===== src/ifsb_regs.svh =====
// register map, field positions and reset values of the interrupt flag bank
`ifndef IFSB_REGS_SVH
`define IFSB_REGS_SVH

`define IFSB_ADDR_FLAGS0 4'h0
`define IFSB_ADDR_FLAGS1 4'h1
`define IFSB_ADDR_FLAGS2 4'h2
`define IFSB_RESET_FLAGS 16'h0000
`define IFSB_MASK0 16'h7FFF
`define IFSB_MASK1 16'hFF5F
`define IFSB_MASK2 16'h6FF3

`define IFSB_F0_DMA1 14
`define IFSB_F0_ADC 13
`define IFSB_F0_UA_TX 12
`define IFSB_F0_UA_RX 11
`define IFSB_F0_SPA_EV 10
`define IFSB_F0_SPA_FLT 9
`define IFSB_F0_TMR_C 8
`define IFSB_F0_TMR_B 7
`define IFSB_F0_OC_B 6
`define IFSB_F0_IC_B 5
`define IFSB_F0_DMA0 4
`define IFSB_F0_TMR_A 3
`define IFSB_F0_OC_A 2
`define IFSB_F0_IC_A 1
`define IFSB_F0_EXT_A 0

`define IFSB_F1_UB_TX 15
`define IFSB_F1_UB_RX 14
`define IFSB_F1_EXT_C 13
`define IFSB_F1_TMR_E 12
`define IFSB_F1_TMR_D 11
`define IFSB_F1_OC_D 10
`define IFSB_F1_OC_C 9
`define IFSB_F1_DMA2 8
`define IFSB_F1_IC_G 6
`define IFSB_F1_EXT_B 4
`define IFSB_F1_PIN_CHG 3
`define IFSB_F1_CMP 2
`define IFSB_F1_I2C_M 1
`define IFSB_F1_I2C_S 0

`define IFSB_F2_DMA4 14
`define IFSB_F2_PAR 13
`define IFSB_F2_OC_G 11
`define IFSB_F2_OC_F 10
`define IFSB_F2_OC_E 9
`define IFSB_F2_IC_F 8
`define IFSB_F2_IC_E 7
`define IFSB_F2_IC_D 6
`define IFSB_F2_IC_C 5
`define IFSB_F2_DMA3 4
`define IFSB_F2_SPB_EV 1
`define IFSB_F2_SPB_FLT 0

`endif


===== src/ifsb_pkg.sv =====
// types shared by the interrupt flag bank modules
package ifsb_pkg;
  typedef logic [15:0] ifsb_word_t;
  typedef logic [3:0] ifsb_addr_t;
  typedef enum logic [1:0] {IFSB_SEL_F0, IFSB_SEL_F1, IFSB_SEL_F2, IFSB_SEL_NONE} ifsb_sel_t;
endpackage


===== src/ifsb_flag_if.sv =====
// link between the bank control and one flag register
`timescale 1ns/1ps
`default_nettype none
interface ifsb_flag_if;
  import ifsb_pkg::*;
  logic wr;
  ifsb_word_t wdata;
  ifsb_word_t set;
  ifsb_word_t value;
  modport bank (input wr, input wdata, input set, output value);
  modport ctl (output wr, output wdata, output set, input value);
endinterface
`default_nettype wire


===== src/ifsb_flag_bank.sv =====
// one sticky 16-bit flag register with an implemented-bit mask
`timescale 1ns/1ps
`default_nettype none
`include "ifsb_regs.svh"
module ifsb_flag_bank #(
  parameter ifsb_pkg::ifsb_word_t MASK = 16'hFFFF
) (
  input wire logic clock,
  input wire logic nrst,
  ifsb_flag_if.bank bus
);
  import ifsb_pkg::*;

  ifsb_word_t flags_q;
  ifsb_word_t flags_d;

  always_comb
  begin
    // request or a written 1 sets; set beats a same-cycle clear
    flags_d = ((bus.wr ? bus.wdata : flags_q) | bus.set) & MASK;
  end

  always_ff @(posedge clock)
  begin
    if (!nrst)
    begin
      flags_q <= `IFSB_RESET_FLAGS;
    end
    else
    begin
      flags_q <= flags_d;
    end
  end

  assign bus.value = flags_q;
endmodule
`default_nettype wire


===== src/ifsb_flag_status.sv =====
// three interrupt flag registers with source set inputs and register port
//
// The placing of the registers and strobed register access were left to the implementer.
`timescale 1ns/1ps
`default_nettype none
`include "ifsb_regs.svh"
module ifsb_flag_status (
  input wire logic clock,
  input wire logic nrst,
  input wire logic [3:0] reg_addr,
  input wire logic [15:0] reg_wdata,
  input wire logic reg_write,
  input wire logic reg_read,
  output logic [15:0] reg_rdata,
  input wire logic dma_channel1_req,
  input wire logic adc_done_req,
  input wire logic uart_a_transmit_req,
  input wire logic uart_a_receive_req,
  input wire logic serial_periph_a_event_req,
  input wire logic serial_periph_a_fault_req,
  input wire logic timer_c_req,
  input wire logic timer_b_req,
  input wire logic out_compare_b_req,
  input wire logic in_capture_b_req,
  input wire logic dma_channel0_req,
  input wire logic timer_a_req,
  input wire logic out_compare_a_req,
  input wire logic in_capture_a_req,
  input wire logic ext_irq_a_req,
  input wire logic uart_b_transmit_req,
  input wire logic uart_b_receive_req,
  input wire logic ext_irq_c_req,
  input wire logic timer_e_req,
  input wire logic timer_d_req,
  input wire logic out_compare_d_req,
  input wire logic out_compare_c_req,
  input wire logic dma_channel2_req,
  input wire logic in_capture_g_req,
  input wire logic ext_irq_b_req,
  input wire logic pin_change_req,
  input wire logic comparator_req,
  input wire logic i2c_a_master_req,
  input wire logic i2c_a_slave_req,
  input wire logic dma_channel4_req,
  input wire logic parallel_port_req,
  input wire logic out_compare_g_req,
  input wire logic out_compare_f_req,
  input wire logic out_compare_e_req,
  input wire logic in_capture_f_req,
  input wire logic in_capture_e_req,
  input wire logic in_capture_d_req,
  input wire logic in_capture_c_req,
  input wire logic dma_channel3_req,
  input wire logic serial_periph_b_event_req,
  input wire logic serial_periph_b_fault_req,
  output logic [15:0] interrupt_flags_0,
  output logic [15:0] interrupt_flags_1,
  output logic [15:0] interrupt_flags_2,
  output logic flags_pending
);
  import ifsb_pkg::*;

  ////////////////////////////////////////////////////////////////////////////
  // address decode, shared by the write and the read path

  function automatic ifsb_sel_t addr_sel(input ifsb_addr_t addr);
    ifsb_sel_t sel;
    sel = IFSB_SEL_NONE;
    unique case (addr)
      `IFSB_ADDR_FLAGS0: sel = IFSB_SEL_F0;
      `IFSB_ADDR_FLAGS1: sel = IFSB_SEL_F1;
      `IFSB_ADDR_FLAGS2: sel = IFSB_SEL_F2;
      default: sel = IFSB_SEL_NONE;
    endcase
    return sel;
  endfunction

  ifsb_flag_if f0 ();
  ifsb_flag_if f1 ();
  ifsb_flag_if f2 ();

  ifsb_sel_t wsel;
  ifsb_sel_t rsel;
  ifsb_word_t rdata_q;
  ifsb_word_t rdata_d;
  logic pending_q;

  assign wsel = addr_sel(reg_addr);
  assign rsel = addr_sel(reg_addr);

  ////////////////////////////////////////////////////////////////////////////
  // source requests placed at their bit positions

  always_comb
  begin
    f0.set = `IFSB_RESET_FLAGS;
    f0.set[`IFSB_F0_DMA1] = dma_channel1_req;
    f0.set[`IFSB_F0_ADC] = adc_done_req;
    f0.set[`IFSB_F0_UA_TX] = uart_a_transmit_req;
    f0.set[`IFSB_F0_UA_RX] = uart_a_receive_req;
    f0.set[`IFSB_F0_SPA_EV] = serial_periph_a_event_req;
    f0.set[`IFSB_F0_SPA_FLT] = serial_periph_a_fault_req;
    f0.set[`IFSB_F0_TMR_C] = timer_c_req;
    f0.set[`IFSB_F0_TMR_B] = timer_b_req;
    f0.set[`IFSB_F0_OC_B] = out_compare_b_req;
    f0.set[`IFSB_F0_IC_B] = in_capture_b_req;
    f0.set[`IFSB_F0_DMA0] = dma_channel0_req;
    f0.set[`IFSB_F0_TMR_A] = timer_a_req;
    f0.set[`IFSB_F0_OC_A] = out_compare_a_req;
    f0.set[`IFSB_F0_IC_A] = in_capture_a_req;
    f0.set[`IFSB_F0_EXT_A] = ext_irq_a_req;
  end

  always_comb
  begin
    f1.set = `IFSB_RESET_FLAGS;
    f1.set[`IFSB_F1_UB_TX] = uart_b_transmit_req;
    f1.set[`IFSB_F1_UB_RX] = uart_b_receive_req;
    f1.set[`IFSB_F1_EXT_C] = ext_irq_c_req;
    f1.set[`IFSB_F1_TMR_E] = timer_e_req;
    f1.set[`IFSB_F1_TMR_D] = timer_d_req;
    f1.set[`IFSB_F1_OC_D] = out_compare_d_req;
    f1.set[`IFSB_F1_OC_C] = out_compare_c_req;
    f1.set[`IFSB_F1_DMA2] = dma_channel2_req;
    f1.set[`IFSB_F1_IC_G] = in_capture_g_req;
    f1.set[`IFSB_F1_EXT_B] = ext_irq_b_req;
    f1.set[`IFSB_F1_PIN_CHG] = pin_change_req;
    f1.set[`IFSB_F1_CMP] = comparator_req;
    f1.set[`IFSB_F1_I2C_M] = i2c_a_master_req;
    f1.set[`IFSB_F1_I2C_S] = i2c_a_slave_req;
  end

  always_comb
  begin
    f2.set = `IFSB_RESET_FLAGS;
    f2.set[`IFSB_F2_DMA4] = dma_channel4_req;
    f2.set[`IFSB_F2_PAR] = parallel_port_req;
    f2.set[`IFSB_F2_OC_G] = out_compare_g_req;
    f2.set[`IFSB_F2_OC_F] = out_compare_f_req;
    f2.set[`IFSB_F2_OC_E] = out_compare_e_req;
    f2.set[`IFSB_F2_IC_F] = in_capture_f_req;
    f2.set[`IFSB_F2_IC_E] = in_capture_e_req;
    f2.set[`IFSB_F2_IC_D] = in_capture_d_req;
    f2.set[`IFSB_F2_IC_C] = in_capture_c_req;
    f2.set[`IFSB_F2_DMA3] = dma_channel3_req;
    f2.set[`IFSB_F2_SPB_EV] = serial_periph_b_event_req;
    f2.set[`IFSB_F2_SPB_FLT] = serial_periph_b_fault_req;
  end

  ////////////////////////////////////////////////////////////////////////////
  // write path; writes to unmapped addresses are dropped

  assign f0.wr = reg_write && (wsel == IFSB_SEL_F0);
  assign f1.wr = reg_write && (wsel == IFSB_SEL_F1);
  assign f2.wr = reg_write && (wsel == IFSB_SEL_F2);
  assign f0.wdata = reg_wdata;
  assign f1.wdata = reg_wdata;
  assign f2.wdata = reg_wdata;

  // masks keep unimplemented positions at 0 whatever is written or requested
  ifsb_flag_bank #(
    .MASK(`IFSB_MASK0)
  ) u_bank0 (
    .clock(clock),
    .nrst(nrst),
    .bus(f0)
  );

  ifsb_flag_bank #(
    .MASK(`IFSB_MASK1)
  ) u_bank1 (
    .clock(clock),
    .nrst(nrst),
    .bus(f1)
  );

  ifsb_flag_bank #(
    .MASK(`IFSB_MASK2)
  ) u_bank2 (
    .clock(clock),
    .nrst(nrst),
    .bus(f2)
  );

  ////////////////////////////////////////////////////////////////////////////
  // read path: data valid only in the cycle after the strobe

  always_comb
  begin
    rdata_d = `IFSB_RESET_FLAGS;
    if (reg_read)
    begin
      unique case (rsel)
        IFSB_SEL_F0: rdata_d = f0.value;
        IFSB_SEL_F1: rdata_d = f1.value;
        IFSB_SEL_F2: rdata_d = f2.value;
        IFSB_SEL_NONE: rdata_d = `IFSB_RESET_FLAGS;
      endcase
    end
  end

  always_ff @(posedge clock)
  begin
    if (!nrst)
    begin
      rdata_q <= `IFSB_RESET_FLAGS;
    end
    else
    begin
      rdata_q <= rdata_d;
    end
  end

  ////////////////////////////////////////////////////////////////////////////
  // summary for the priority logic; lags the flags by one cycle

  always_ff @(posedge clock)
  begin
    if (!nrst)
    begin
      pending_q <= 1'b0;
    end
    else
    begin
      pending_q <= |{f0.value, f1.value, f2.value};
    end
  end

  assign reg_rdata = rdata_q;
  assign interrupt_flags_0 = f0.value;
  assign interrupt_flags_1 = f1.value;
  assign interrupt_flags_2 = f2.value;
  assign flags_pending = pending_q;
endmodule
`default_nettype wire


===== config.mk =====
export PLATFORM = sky130hd
export DESIGN_NAME = ifsb_flag_status
export DESIGN_NICKNAME = d
export VERILOG_FILES = /design/src/ifsb_pkg.sv /design/src/ifsb_flag_if.sv /design/src/ifsb_flag_bank.sv /design/src/ifsb_flag_status.sv
export VERILOG_INCLUDE_DIRS = /design/src
export SDC_FILE = /design/constraint.sdc
export NUM_CORES = 1
export LEC_CHECK = 0
export BUFFER_PORTS_ARGS = -buffer_cell sky130_fd_sc_hd__buf_2
export CORE_ASPECT_RATIO = 0.5
export CORE_MARGIN = 3
export CORE_UTILIZATION = 49
export DETAILED_ROUTE_END_ITERATION = 10
export GPL_TIMING_DRIVEN = 0
export PLACE_DENSITY_LB_ADDON = 0.2
export SLEW_MARGIN = 10
export SYNTH_ARGS = -nofsm -noshare
export SYNTH_HDL_FRONTEND = slang
export SYNTH_SLANG_ARGS = --single-unit

===== constraint.sdc =====
create_clock -name clock -period 2.7 [get_ports clock]
set_clock_uncertainty 0.05 [all_clocks]
set_input_delay 0.54 -clock clock [delete_from_list [all_inputs] [get_ports clock]]
set_output_delay 0.54 -clock clock [all_outputs]
set_load 0.005 [all_outputs]

==> results.tsv <==
metric	value	unit
status	complete, no violations	
number of global-route vias before repair	2844	
Seq pwr share	42.5	%
post-synth cell types	26	
Tcrit/Tclk final	69.8	%
Mapped Avg Cell Area	9.33	sq um
Min Hold Slack	0.357	ns
Worst-path clk slew	0.07	ns
wire per inst	19.9	um
# port buffers	120	
Yosys reg bits	58	
setup TNS	0	ns
Slew Viols, Final	0	
Clk pwr share	44.7	%
Net Sw Frac	24.5	%
Synth area leaders	dfxtp_1 45%, o311a_1 11%, nor2_1 6.5%	
H-tree Lvls	3	
# IOs	130	
initial core utilization	54.7	%
Hold Crit Start	dma_channel3_req	
fraction of layout cells with a size suffix above 1	38.4	%
Layout area overhead	37.0	%
RSZ-0062 raised after global routing	false	
cell row count	17	
synthesis warning total	0	
PwrDens	638	nW/um^2
max frequency	0.531	GHz
Cells after DPL	469	
die height	57.4	um
area fraction of the dominant cell type after synthesis	44.9	%
root buffer cell	clkbuf_8	
CTS Buffer Depth	2	
largest net degree at the start of global routing	11	
FF-to-FF setup slack	1.25	ns
residual DRC count	0	
Non-Filler Instances	485	
Pint	1.71	mW
Syn Inst Count	277	
crit path DAT	2.10	ns
max-capacitance violation count	0	
Final Hold Violating Endpoints	0	
hold depth	2	
worst reg2reg path endpoint	flags_pending$_SDFF_PN0_	
FILL cells	347	
Main synth FF type	dfxtp_1	
first-pass GRT wire length	14600	um
drt pass-1 iters	5	
CP Capture Type	flip-flop	
initial antenna violation count	0	
Via Count	2985	
Die X	109	um
ant diodes	0	
commonest cells in the netlist	58 x dfxtp_1, 45 x nor2_1, 30 x nand3_1	
post-cts resize count	0	
mapped cell area	2580	sq um
final setup vio count	0	
WHS Endpoint	u_bank2.bus.value[4]$_SDFF_PN0_	
grt total ovfl	0	
Core Util, Final	75.0	%
Hold WC Path Type	primary input to flip-flop	
R2R Path Start	u_bank0.bus.value[9]$_SDFF_PN0_	
crit path time final	1.88	ns
Post-CTS Setup Bufs	0	
CTS tree	done	
TritonCTS Sinks	58	
drt total wl	9660	um
Placer Congestion	0.866	
P_sw	0.553	mW
core area	4720	sq um
Slew @ Worst Pin	0.697	ns
dpl hpwl	6970	um
most numerous cell in the Yosys netlist	dfxtp_1	
asr flop ratio synth	0	%
R2R depth	3	
total track usage	31.2	%
Clock Latency Late Sink	0.35	ns
Layout Nets	479	
drt initial violations	311	
maximum vdd drop	0.000395	V
hold buffers post-CTS	0	
post-DR vias/cell	6.15	
die area	6240	sq um
crit path max fanout	10	
Yosys top cell by area	dfxtp_1	
number of flops mapped to enable cells by yosys	0	
Antenna Nets Post-Route	0	
total CTS buffers	9	
Logic pwr share	12.8	%
CP startpoint kind	primary input	
slew margin rel.	53.5	%
crit path kind	primary input to flip-flop	
register area share after synthesis	44.9	%
Leak Pwr	1.69	nW
CP required	2.92	ns
-- metrics by stage --
| step | total power [mW] | instance area (sq um) | setup WS (ns) |
|---|---|---|---|
| finish | 2.26 | 3540 | 0.817 |
| global route | 2.34 | 3540 | 0.730 |
| CTS | 2.25 | 3540 | 0.878 |
| detailed placement | 1.26 | 3290 | 0.533 |
| global placement | 1.25 | 3290 | 0.611 |
| floorplan | 1.10 | 2610 | 1.07 |
-- worst max-delay path, stage by stage --
cell and delay [ns]:
buf_2 0.12, nor4_2 0.48, clkbuf_1 0.59, a22oi_1 0.21
nor2_1 0.16
-- cells in the final DEF, fill, tap and decap left out, types with 2 or more instances in the layout --
cell	n
a21boi_1	10
o311a_1	29
clkbuf_1	11
buf_6	3
clkinv_2	2
buf_4	11
a21boi_2	2
buf_2	126
bufinv_16	3
clkbuf_8	11
dfxtp_1	58
and3_1	12
o31a_1	13
nor4_1	9
conb_1	7
nand4_1	2
nor2_1	45
a22oi_1	5
a221oi_1	10
nor3_1	11
nand3_1	30
and2_1	2
-- registers in the layout (all words and copies together), names as in the netlist --
signal	cells
u_bank1.bus.value	14
u_bank0.bus.value	15
u_bank2.bus.value	12
flags_pending	1
reg_rdata	16
-- power groups by stage --
stage          logic (mW)  registers [mW]  clock network (mW)
4_1_cts             0.283           0.959                1.01
2_1_floorplan       0.128           0.970                   0
5_1_grt             0.309           0.966                1.06
6_report            0.289           0.962                1.01
3_5_place_dp        0.280           0.977                   0
3_3_place_gp        0.273           0.974                   0
-- logic make-up (layout without fill, tap and decap cells) --
| logic type | count (synthesis) | after routing | share of synthesized area (%) |
|---|---|---|---|
| flops | 58 | 58 | 44.9 |
| other cells | 1 | 7 | 0.145 |
| buf+inv | 32 | 168 | 7.41 |
| simple gates | 117 | 117 | 23.3 |
| compound gates | 69 | 69 | 24.2 |
-- metal layers --
layer	up-vias	wire (um)	global-route usage, %	share of wire (%)
li1	1332	-	-	-
met1	1390	3980	39.8	41
met2	233	4230	48.8	44
met3	30	1230	10.5	13
met4	0	220	12.2	2.3
met5	-	0	0	0
-- cell type report --
cell class | instances | area, sq um | share of cell area, %
multi-input combinational | 193 | 1250 | 35.4
sequential | 58 | 1160 | 32.8
clock buffer | 11 | 151 | 4.27
timing repair buffer | 120 | 601 | 17.0
clock inverter | 5 | 100 | 2.83
tap | 66 | 82.6 | 2.33
buffer | 32 | 191 | 5.40
-- worst max path at each step --
stage          slack, ns  cells past startpoint                               to   startpoint
2_1_floorplan       1.07                      4  u_bank2.bus.value[0]$_SDFF_PN0_  reg_addr[0]
3_3_place_gp        0.61                      5  u_bank0.bus.value[4]$_SDFF_PN0_  reg_addr[1]
3_5_place_dp        0.53                      5  u_bank0.bus.value[7]$_SDFF_PN0_  reg_addr[1]
4_1_cts             0.88                      5  u_bank0.bus.value[8]$_SDFF_PN0_  reg_addr[1]
5_1_grt             0.73                      5  u_bank0.bus.value[8]$_SDFF_PN0_  reg_addr[1]
6_report            0.82                      5          reg_rdata[3]$_SDFF_PN0_  reg_addr[1]
Note: power is estimated with default switching activity, not from simulation.
